[src/core/adc_seq_pkg.sv]
package adc_seq_pkg;
  localparam int CLK_HZ = 20_000_000;
  localparam int CLK_MHZ = CLK_HZ / 1_000_000;
  localparam int CNT_W = 10;
  localparam int DATA_W = 12;
  localparam int ADDR_W = 5;
  localparam int WDATA_W = 16;

  // Times in their own units, cycle counts derived from the clock rate
  localparam int TRIG_MIN_NS = 100;
  localparam int ACQ_MIN_NS = 5000;
  localparam int SETTLE_MAX_NS = 2000;
  localparam int BIT_NS = 1000;
  localparam int DUAL_RATE_HZ = 26000;
  localparam int SINGLE_RATE_HZ = 52600;
  localparam logic [CNT_W-1:0] TRIG_CYC = CNT_W'((TRIG_MIN_NS * CLK_MHZ + 999) / 1000);
  localparam logic [CNT_W-1:0] ACQ_CYC = CNT_W'((ACQ_MIN_NS * CLK_MHZ + 999) / 1000);
  localparam logic [CNT_W-1:0] SETTLE_CYC = CNT_W'((SETTLE_MAX_NS * CLK_MHZ + 999) / 1000);
  localparam logic [CNT_W-1:0] BIT_CYC = CNT_W'((BIT_NS * CLK_MHZ + 999) / 1000);
  localparam logic [CNT_W-1:0] DUAL_PERIOD = CNT_W'((CLK_HZ + DUAL_RATE_HZ - 1) / DUAL_RATE_HZ);
  localparam logic [CNT_W-1:0] SINGLE_PERIOD = CNT_W'((CLK_HZ + SINGLE_RATE_HZ - 1) / SINGLE_RATE_HZ);

  // Result coding selection
  localparam logic [1:0] CODE_STRAIGHT = 2'h0;
  localparam logic [1:0] CODE_OFFSET = 2'h1;
  localparam logic [1:0] CODE_TWOS = 2'h2;

  // Controller register map
  localparam logic [ADDR_W-1:0] CTRL_OFF = 5'h00;
  localparam logic [ADDR_W-1:0] STATUS_OFF = 5'h04;
  localparam logic [ADDR_W-1:0] MASK_OFF = 5'h08;
  localparam logic [ADDR_W-1:0] RESULT0_OFF = 5'h0c;
  localparam logic [ADDR_W-1:0] RESULT1_OFF = 5'h10;
  localparam logic [ADDR_W-1:0] RESULT2_OFF = 5'h14;
  localparam logic [ADDR_W-1:0] RESULT3_OFF = 5'h18;
  localparam int CTRL_GO = 0;
  localparam int CTRL_DUAL = 1;
  localparam int CTRL_PAIR = 2;
  localparam int CTRL_HSEL = 3;
  localparam int CTRL_TIE = 4;
  localparam int CTRL_RUN = 5;
  localparam int EV_W = 2;
  localparam int EV_CONV = 0;
  localparam int EV_CYCLE = 1;
  localparam int ST_BUSY = 8;
  localparam int ST_ACTIVE = 9;
  localparam logic [EV_W-1:0] EV_RST = 2'h0;
  localparam logic [EV_W-1:0] MASK_RST = 2'h0;
endpackage

[src/core/adc_link_if.sv]
`timescale 1ns/1ps
interface adc_link_if;
  import adc_seq_pkg::*;
  logic pairSel;
  logic holdSel;
  logic sampleMode;
  logic trigger;
  logic busy;
  logic [DATA_W-1:0] data;

  modport dev (
    input pairSel,
    input holdSel,
    input sampleMode,
    input trigger,
    output busy,
    output data
  );

  modport host (
    output pairSel,
    output holdSel,
    output sampleMode,
    output trigger,
    input busy,
    input data
  );
endinterface

[src/core/adc_sync2.sv]
`timescale 1ns/1ps
module adc_sync2 (
  input wire logic ref_clk,
  input wire logic rst,
  input wire logic d,
  output logic q
);
  logic stage1;

  always_ff @(posedge ref_clk) begin
    if (rst) begin
      stage1 <= 1'b0;
      q <= 1'b0;
    end else begin
      stage1 <= d;
      q <= stage1;
    end
  end
endmodule

[src/core/adc_host.sv]
`timescale 1ns/1ps
module adc_host import adc_seq_pkg::*; (
  input wire logic ref_clk,
  input wire logic rst,
  adc_link_if.host link,
  input wire logic [ADDR_W-1:0] addr,
  input wire logic [WDATA_W-1:0] wdata,
  input wire logic wr,
  input wire logic rd,
  output logic [WDATA_W-1:0] rdata,
  output logic irq
);
  typedef enum logic [2:0] {H_IDLE, H_GAP, H_ACQ, H_PULSE, H_RISE, H_FALL, H_SETTLE} host_state_t;

  host_state_t state;
  logic dual;
  logic pairCfg;
  logic hselCfg;
  logic tie;
  logic run;
  logic goPend;
  logic [EV_W-1:0] status;
  logic [EV_W-1:0] mask;
  logic [EV_W-1:0] events;
  logic [EV_W-1:0] statusClr;
  logic [DATA_W-1:0] results [4];
  logic [CNT_W-1:0] timer;
  logic [CNT_W-1:0] rateCnt;
  logic pairReg;
  logic holdReg;
  logic modeReg;
  logic trigReg;
  logic secondPair;
  logic busySync;
  logic tieEff;
  logic convDone;
  logic startCycle;

  adc_sync2 busySyncU (
    .ref_clk(ref_clk),
    .rst(rst),
    .d(link.busy),
    .q(busySync)
  );

  // Shared line only in single-channel mode: dual needs a second pulse in hold
  assign tieEff = tie & ~dual;
  assign link.pairSel = pairReg;
  assign link.holdSel = holdReg;
  assign link.sampleMode = modeReg;
  assign link.trigger = tieEff ? modeReg : trigReg;
  assign convDone = (state == H_FALL) && !busySync;
  assign startCycle = (state == H_GAP) && (rateCnt == '0);

  always_ff @(posedge ref_clk) begin
    if (rst) begin
      dual <= 1'b0;
      pairCfg <= 1'b0;
      hselCfg <= 1'b0;
      tie <= 1'b0;
      run <= 1'b0;
    end else if (wr && addr == CTRL_OFF) begin
      dual <= wdata[CTRL_DUAL];
      pairCfg <= wdata[CTRL_PAIR];
      hselCfg <= wdata[CTRL_HSEL];
      tie <= wdata[CTRL_TIE];
      run <= wdata[CTRL_RUN];
    end
  end

  // Start request: a new request wins over the acceptance clear
  always_ff @(posedge ref_clk) begin
    if (rst) begin
      goPend <= 1'b0;
    end else if (wr && addr == CTRL_OFF && wdata[CTRL_GO]) begin
      goPend <= 1'b1;
    end else if (state == H_IDLE) begin
      goPend <= 1'b0;
    end
  end

  always_ff @(posedge ref_clk) begin
    if (rst) begin
      mask <= MASK_RST;
    end else if (wr && addr == MASK_OFF) begin
      mask <= wdata[EV_W-1:0];
    end
  end

  // Spacing between the starts of two sampling cycles
  always_ff @(posedge ref_clk) begin
    if (rst) begin
      rateCnt <= '0;
    end else if (startCycle) begin
      rateCnt <= (dual ? DUAL_PERIOD : SINGLE_PERIOD) - 10'h1;
    end else if (rateCnt != '0) begin
      rateCnt <= rateCnt - 10'h1;
    end
  end

  always_ff @(posedge ref_clk) begin
    if (rst) begin
      state <= H_IDLE;
      timer <= '0;
      pairReg <= 1'b0;
      holdReg <= 1'b0;
      modeReg <= 1'b1;
      trigReg <= 1'b0;
      secondPair <= 1'b0;
    end else begin
      case (state)
        H_IDLE: begin
          modeReg <= 1'b1;
          if (goPend || run) begin
            pairReg <= pairCfg;
            holdReg <= dual ? 1'b0 : hselCfg;
            secondPair <= 1'b0;
            state <= H_GAP;
          end
        end
        H_GAP: begin
          modeReg <= 1'b1;
          if (rateCnt == '0) begin
            timer <= SETTLE_CYC + ACQ_CYC;
            state <= H_ACQ;
          end
        end
        H_ACQ: begin
          if (timer == '0) begin
            modeReg <= 1'b0;
            trigReg <= ~tieEff;
            timer <= TRIG_CYC - 10'h1;
            state <= H_PULSE;
          end else begin
            timer <= timer - 10'h1;
          end
        end
        H_PULSE: begin
          if (timer == '0) begin
            trigReg <= 1'b0;
            state <= H_RISE;
          end else begin
            timer <= timer - 10'h1;
          end
        end
        H_RISE: begin
          if (busySync) begin
            state <= H_FALL;
          end
        end
        H_FALL: begin
          if (!busySync) begin
            if (dual && !holdReg) begin
              holdReg <= 1'b1;
              timer <= SETTLE_CYC;
              state <= H_SETTLE;
            end else begin
              modeReg <= 1'b1;
              holdReg <= dual ? 1'b0 : holdReg;
              if (dual && !secondPair) begin
                pairReg <= ~pairReg;
                secondPair <= 1'b1;
                state <= H_GAP;
              end else begin
                state <= H_IDLE;
              end
            end
          end
        end
        H_SETTLE: begin
          if (timer == '0) begin
            trigReg <= 1'b1;
            timer <= TRIG_CYC - 10'h1;
            state <= H_PULSE;
          end else begin
            timer <= timer - 10'h1;
          end
        end
        default: begin
          state <= H_IDLE;
        end
      endcase
    end
  end

  // Result word taken once the synchronised busy has fallen
  always_ff @(posedge ref_clk) begin
    if (rst) begin
      for (int i = 0; i < 4; i++) begin
        results[i] <= '0;
      end
    end else if (convDone) begin
      results[{pairReg, holdReg}] <= link.data;
    end
  end

  always_comb begin
    events = '0;
    events[EV_CONV] = convDone;
    events[EV_CYCLE] = convDone && !(dual && !holdReg) && !(dual && !secondPair);
    statusClr = (rd && addr == STATUS_OFF) ? {EV_W{1'b1}} : '0;
  end

  // Sticky events: read clears, a same-cycle event survives
  always_ff @(posedge ref_clk) begin
    if (rst) begin
      status <= EV_RST;
    end else begin
      status <= (status & ~statusClr) | events;
    end
  end

  assign irq = |(status & mask);

  always_ff @(posedge ref_clk) begin
    if (rst) begin
      rdata <= '0;
    end else if (rd) begin
      case (addr)
        CTRL_OFF: rdata <= {10'h0, run, tie, hselCfg, pairCfg, dual, goPend};
        STATUS_OFF: rdata <= {6'h0, state != H_IDLE, busySync, 6'h0, status};
        MASK_OFF: rdata <= {14'h0, mask};
        RESULT0_OFF: rdata <= {4'h0, results[0]};
        RESULT1_OFF: rdata <= {4'h0, results[1]};
        RESULT2_OFF: rdata <= {4'h0, results[2]};
        RESULT3_OFF: rdata <= {4'h0, results[3]};
        default: rdata <= '0;
      endcase
    end else begin
      rdata <= '0;
    end
  end
endmodule

[src/flat_wrapper.sv]
// flat-port wrapper written by rule: the top's interface ports become plain ports
module adc_host_flat import adc_seq_pkg::*;
  (ref_clk, rst, addr, wdata, wr, rd, rdata, irq, link_pairSel, link_holdSel, link_sampleMode, link_trigger, link_busy, link_data);
  adc_link_if link_i ();
  input wire logic ref_clk;
  input wire logic rst;
  input wire logic [ADDR_W-1:0] addr;
  input wire logic [WDATA_W-1:0] wdata;
  input wire logic wr;
  input wire logic rd;
  output logic [WDATA_W-1:0] rdata;
  output logic irq;
  output wire logic [$bits(link_i.pairSel)-1:0] link_pairSel;
  output wire logic [$bits(link_i.holdSel)-1:0] link_holdSel;
  output wire logic [$bits(link_i.sampleMode)-1:0] link_sampleMode;
  output wire logic [$bits(link_i.trigger)-1:0] link_trigger;
  input wire logic [$bits(link_i.busy)-1:0] link_busy;
  input wire logic [$bits(link_i.data)-1:0] link_data;
  assign link_pairSel = link_i.pairSel;
  assign link_holdSel = link_i.holdSel;
  assign link_sampleMode = link_i.sampleMode;
  assign link_trigger = link_i.trigger;
  assign link_i.busy = link_busy;
  assign link_i.data = link_data;
  adc_host u_core (.ref_clk(ref_clk), .rst(rst), .link(link_i), .addr(addr), .wdata(wdata), .wr(wr), .rd(rd), .rdata(rdata), .irq(irq));
endmodule
[config.mk]
export PLATFORM = sky130hd
export DESIGN_NAME = adc_host_flat
export DESIGN_NICKNAME = d
export VERILOG_FILES = /design/src/core/adc_seq_pkg.sv /design/src/core/adc_link_if.sv /design/src/core/adc_sync2.sv /design/src/core/adc_host.sv /design/src/flat_wrapper.sv
export SDC_FILE = /design/constraint.sdc
export NUM_CORES = 1
export LEC_CHECK = 0
export CORE_UTILIZATION = 50
export CTS_BUF_LIST = sky130_fd_sc_hd__clkbuf_8
export DETAILED_ROUTE_END_ITERATION = 10
export DONT_BUFFER_PORTS = 1
export SYNTH_ARGS = -nofsm -noshare
export SYNTH_HDL_FRONTEND = slang
export SYNTH_SLANG_ARGS = --single-unit
[constraint.sdc]
create_clock -name ref_clk -period 5.37 [get_ports ref_clk]
set_input_delay 0.537 -clock ref_clk [delete_from_list [all_inputs] [get_ports ref_clk]]
set_output_delay 0.537 -clock ref_clk [all_outputs]
set_load 0.03 [all_outputs]
# Yosys cells after proc, flatten, opt, wreduce, memory -nomap -nowiden
# Memories as Yosys holds them, arrays and structs flattened.
# Cells that the tools add are included.
[word_totals]
reg_bits = 56
ramBits = 48
input_bits = 38
out_inout_bits = 21
elab_cells = 150
mem_count = 1
[classes]
addsub = 3
eq_ne = 25
muxes = 54
bitwise = 9
n_reduce_logical = 39
[mem_list]
columns = ["memory", "words", "width", "rd", "rd_clocked_by_memory_dff", "write_ports", "line", "source"]
rows = [
  ["u_core.results", 4, 12, 4, 0, 4, "adc_host.sv:26", "logic [DATA_W-1:0] results [4];"],
]
[op_table]
columns = ["cell", "count"]
rows = [
  ["12-bit one-hot mux with 7 select lines", 1],
  ["10-bit 2-to-1 mux", 8],
  ["10-bit one-hot mux with 4 select lines", 1],
  ["10-bit by 1-bit subtractor with 10-bit output (second input constant)", 3],
  ["1-bit 2-to-1 mux", 28],
  ["3-bit 2-to-1 mux", 7],
  ["10-bit zero test", 2],
  ["3-bit one-hot mux with 6 select lines", 1],
  ["2-bit inequality test (second input constant)", 8],
  ["5-bit equality test (second input constant)", 3],
  ["12-bit 2-to-1 mux", 1],
  ["4-bit AND reduction", 3],
  ["12-bit OR reduction", 1],
  ["5-bit by 4-bit equality test with 1-bit output (second input constant)", 2],
  ["1-bit logical AND", 10],
  ["5-bit AND reduction", 2],
  ["10-bit nonzero test", 1],
  ["3-bit equality test (second input constant)", 3],
  ["3-bit nonzero test", 3],
  ["2-bit by 1-bit inequality test with 1-bit output (second input constant)", 4],
  ["2-bit OR reduction", 4],
  ["3-bit by 2-bit equality test with 1-bit output (second input constant)", 2],
  ["1-bit one-hot mux with 2 select lines", 3],
  ["1-bit one-hot mux with 3 select lines", 2],
  ["16 further kinds", 27],
]

# Depth between registers and ports, before layout
[depth]
word_depth = 7
depth_mapped = 11

# Modules after synthesis
# From an unflattened synthesis, not the netlist that was laid out.
[hier_totals]
cells_unflattened = 449
area_unflattened_um2 = 4588.2
[by_module_without_submodules]
columns = ["module", "instances", "cells_per_inst", "area_each_um2", "seq_area_each_um2"]
rows = [
  ["adc_host", 1, 445, 4535.6, 2442.3],
  ["adc_sync2", 1, 4, 52.6, 40.0],
]

# Least setup slack after synthesis
# No wires, ideal clock.
[synth_timing]
path_type = "register -> register"
start = "register u_core.state[0]"
end = "register u_core.rateCnt[8]"
t_arrival_ps = 2669
path_slack_ps = 2581
path_stages_with_launch = 12
n_path_buf = 1
period_less_slack_ps = 2789
path_cell_list = "dfxtp_1 buf_2 or3b_2 nor4_1 nand2_1 o21ai_0 ha_1 nor3b_1 nand2_1 nor4b_1 xor2_1 nor2_1"
[synth_between]
elab_chain_cells = 3
[synth_rtl]
columns = ["element", "line", "source"]
rows = [
  ["start, declared", "adc_host.sv:15", "host_state_t state;"],
  ["start signal, assigned", "adc_host.sv:103", "state <= H_IDLE;"],
  ["start signal, assigned", "adc_host.sv:118", "state <= H_GAP;"],
  ["start signal, assigned", "adc_host.sv:125", "state <= H_ACQ;"],
  ["3-bit by 1-bit equality test with 1-bit output (*)", "adc_host.sv:53", "assign startCycle = (state == H_GAP) && (rateCnt == '0);"],
  ["1-bit logical AND (*)", "adc_host.sv:53", ""],
  ["10-bit 2-to-1 mux / 2-bit nonzero test (equally long branches)", "-", ""],
  ["end signal, assigned", "adc_host.sv:95", "rateCnt <= (dual ? DUAL_PERIOD : SINGLE_PERIOD) - 10'h1;"],
  ["end signal, assigned", "adc_host.sv:97", "rateCnt <= rateCnt - 10'h1;"],
  ["end, declared", "adc_host.sv:28", "logic [CNT_W-1:0] rateCnt;"],
]
# Every way passes the cells marked *; elsewhere a longest branch is shown, timed or not.
# A chain may end at the register's enable or synchronous reset.

# Final worst setup path
# Ends and elaborated chain as after synthesis.

==> metrics.sh <==
RESULT_OF_THE_RUN='finished, violations left'
VIOLATIONS='DRC'
CP_MAX_STAGE_DELAY_NS=0.71
P_LEAK_nW=1.63
WORSTSETUPENDPOINTTYPE='flop'
CHIPWIDTH_UM=97.8
CLOCKROOTBUFFER='sky130_fd_sc_hd__clkbuf_8'
PLACEMENT.IO_BUFFERS=0
GRT_START_MAX_NET_PINS=43
WORST_R2R_ENDPOINT='u_core.rateCnt[8]$_SDFFE_PP0P_'
SETUP_VIOLATIONS=0
DRIVE_ABOVE_1_SHARE_PCT=8.71
LATEST_CLOCK_ARRIVAL_WITHIN_THE_WORST_SKEW_PAIR_NS=0.38
SKEW_NS=0.0189
FIN_CRIT_PERIOD_NS=3.36
DR_TOTAL_VIAS=3332
DRT-PASS1-ITER-COUNT=8
CLOCK_SINKS=100
SYNTH.AVG_CELL_AREA_SQ_UM=10.1
NETLIST_AREA_SQ_MM=0.00458
FINAL_MIN_PERIOD_OVER_CLOCK_PERIOD_PCT=62.5
FMAXACHIEVABLE_GHz=0.298
FINAL_NETS=483
START_UTIL_PCT=52.1
MAX-SLEW-MARGIN-REL_PCT=15.3
TOTAL_GLOBAL_ROUTING_OVERFLOW=0
GLOBAL_ROUTE_WIRE_LENGTH_BEFORE_REPAIR_UM=16500
RSZ0062_AT_GRT='no'
SYNTH_ENABLE_FLOP_CELLS=48
GRT.TOTAL_USAGE_PCT=22.2
AVERAGE_ROUTED_WIRE_PER_STANDARD_CELL_UM=18.0
CRITICAL_PATH_ARRIVAL_NS=3.62
DRT_ITER0_DRC=214
NETLIST.TOP_CELL.BY_AREA='sky130_fd_sc_hd__edfxtp_1'
NUMBER_OF_GLOBAL_ROUTE_VIAS_BEFORE_REPAIR=3204
SYNTHESIS.INSTANCES=455
DETAILED_PLACE.AREA_SQ_MM=0.00463
YS_SEQ_AREA_SHARE_PCT=54.1
CTS.CLK_SLEW.WORST_PATHS_NS=0.11
TIMING.FINAL.HOLD_VIOLATIONS=0
CRITPATHKIND='reg2reg'
ROUTED_WIRELENGTH_UM=10000
IOPINCOUNT=59
DETAIL_ROUTE.DRC_VIOLATIONS=6
STD_CELL_ROWS=34
AREA_GROWTH_PCT=5.38
REG2REG_FROM='u_core.state[0]$_SDFFE_PP0P_'
CRITICAL_PATH_S_MOST_FREQUENT_CELL='sky130_fd_sc_hd__nand2_1'
FIN_AREA_SQ_MM=0.00483
TRITONCTS_CLOCK_TREE='built'
ROUTE.DETAILED.VIAS_PER_INST=5.99
STARTPOINT='u_core.state[0]$_SDFFE_PP0P_'
CTS_HOLD_BUF=0
HOLD_CLASS='in2reg'
MAX-VDD-IR-DROP_uV=176
CTS_HTREE_LEVELS=3
CRITICAL_PATH_PEAK_FANOUT=19
DIE_H_UM=97.8
YS_TOP_CELLS_BY_COUNT='sky130_fd_sc_hd__dfxtp_1, sky130_fd_sc_hd__and2_1, sky130_fd_sc_hd__edfxtp_1'
TOTAL_NEGATIVE_SETUP_SLACKS_NS=0
DRTANTENNAVIOLNETS=0
WORSTHOLDPATHCELLS=1
SLEW_VIOLATIONS=0
CAP_VIOLATIONS=0
NUM_ANTENNA_CELLS=0
FINALWEIGHTEDCONGESTION=0.824
R2R_CELLS=10
CP_CELL_SEQUENCE='or3b_2 -> nor4_1 -> nand2_1 -> o21ai_0 -> ha_1 -> nor3b_1 -> nand2_1 -> nor4b_1 -> xor2_1 -> nor2_1'
CELLPOWERDENSITY_mW_PER_MM2=411
REG2REG_SLACK_NS=2.01
FLOORPLAN.DIE_AREA_SQ_MM=0.00956
WORSTMARGINPINSLEW_NS=1.26
DETAILED_PLACER_S_ENDING_HPWL_UM=6580
GRT_ANTENNA_BEFORE_REPAIR=0
CRITICAL_PATH.SLOWEST_CELL='sky130_fd_sc_hd__dfxtp_1'
CRIT_PATH_END='u_core.rateCnt[8]$_SDFFE_PP0P_'
POST_SYNTHESIS_ASYNC_SET_OR_RESET_FLOP_SHARE_PCT=0
CTS_BUFFER_DEPTH=2
CTS_RESIZED=0
YS_TYPES=63
REQUIRED_NS=5.63
TIMING.CRITICAL_PATH.FROM_TYPE='flop'
SYNTH_FF_TYPE='sky130_fd_sc_hd__dfxtp_1'
POSTSYNTHREGISTERBITS=100
SYNTHESIS.YOSYS.WARNINGS=0
CTS_INSERTED_BUFFERS=9
SHARE_OF_THE_SYNTHESIZED_AREA_IN_THE_TOP_CELL_TYPE_PCT=31.4
PLACEABLECOREAREA_SQ_MM=0.00881
SYNTH_TOP_CELLS_BY_AREA='sky130_fd_sc_hd__edfxtp_1, sky130_fd_sc_hd__dfxtp_1, sky130_fd_sc_hd__and2_1'
SYNTH.MOST_COMMON_CELL='sky130_fd_sc_hd__dfxtp_1'
CTS.REPAIR_TIMING.SETUP_BUFFER_COUNT=0
worst max-delay path: cells and delay by family (launching register included):
family / cells / cell delay [ns]
compound gates: 1 / 0.15
xor+xnor: 1 / 0.18
fa+ha+maj: 1 / 0.23
flops: 1 / 0.71
simple gates: 7 / 1.99
power by group:
group	internal (W)	switching [W]
sequential	0.000859	0.0000755
combinational	0.000216	0.000353
clock	0.000186	0.000295
total	0.00126	0.000723
sequential cells by signal, indices dropped and copies added, names as in the netlist, 2 cells and up:
name            count
u_core.results     48
u_core.rdata       12
u_core.rateCnt     10
u_core.timer       10
u_core.state        3
u_core.mask         2
u_core.status       2
kinds of logic after synthesis:
logic type / synth area share [%]
fa+ha+maj: 0.546
simple gates: 23.7
flops: 54.1
mux: 0.464
xor+xnor: 0.955
buf+inv: 3.49
other cells: 0.0818
compound gates: 16.6
routing by layer:
layer | global-route usage, % | share of wire, % | up-vias
met5 | 0 | 0 | -
met4 | 6.41 | 1.3 | 0
met3 | 5.15 | 6.8 | 12
met2 | 32.6 | 44 | 93
met1 | 32.8 | 48 | 1589
li1 | - | - | 1638
cell usage in the layout (no fill, tap or decap), drive strengths merged, types with 2 or more instances in the layout:
cell	synthesis	final
a211oi	2	2
a21oi	37	37
a222oi	4	4
a22oi	24	24
a31o	2	2
a31oi	8	8
and2	48	48
buf	8	4
clkbuf	22	9
clkinv	0	3
conb	1	4
dfxtp	52	52
edfxtp	48	48
ha	2	2
inv	6	10
nand2	29	29
nand2b	5	5
nand3	11	11
nand3b	3	3
nor2	40	40
nor2b	9	9
nor3	17	17
nor3b	6	6
nor4	5	5
nor4b	4	4
o21ai	14	14
o22ai	2	2
o31ai	3	3
o32ai	2	2
or2	4	4
or3	7	7
or3b	2	2
or4	4	4
xnor2	3	3
xor2	2	2
worst min-delay path by stage:
stage | from | endpoint | slack [ns]
6_report | rst | u_core.timer[8]$_SDFFE_PP0P_ | 0.21
5_1_grt | rst | u_core.timer[8]$_SDFFE_PP0P_ | 0.19
4_1_cts | rst | u_core.timer[8]$_SDFFE_PP0P_ | 0.21
3_5_place_dp | u_core.busySyncU.stage1$_SDFF_PP0_ | u_core.busySyncU.q$_SDFF_PP0_ | 0.43
3_3_place_gp | u_core.busySyncU.stage1$_SDFF_PP0_ | u_core.busySyncU.q$_SDFF_PP0_ | 0.43
2_1_floorplan | u_core.busySyncU.stage1$_SDFF_PP0_ | u_core.busySyncU.q$_SDFF_PP0_ | 0.41
cell type report:
| class | instances | area (sq um) |
|---|---|---|
| fillers | 770 | 3980 |
| flip-flops and latches | 100 | 2480 |
| well taps | 108 | 135 |
| inverters | 6 | 22.5 |
| multi-input cells | 322 | 1960 |
| repair buffers | 4 | 30.0 |
| clock buffers | 9 | 124 |
| clock inverters | 7 | 78.8 |
per-stage QoR:
| stage | power [W] | instances | worst slack (ns) | hold WS, ns | util (%) |
|---|---|---|---|---|---|
| global placement | 0.00151 | 540 | 2.05 | 0.430 | 52.6 |
| CTS | 0.00199 | 556 | 2.02 | 0.207 | 54.9 |
| detailed placement | 0.00151 | 540 | 2.03 | 0.428 | 52.6 |
| global route | 0.00211 | 556 | 1.68 | 0.192 | 54.9 |
| finish | 0.00198 | 556 | 2.01 | 0.211 | 54.9 |
| floorplan | 0.00142 | 458 | 2.58 | 0.414 | - |
Power figures use the tool's default switching activity.
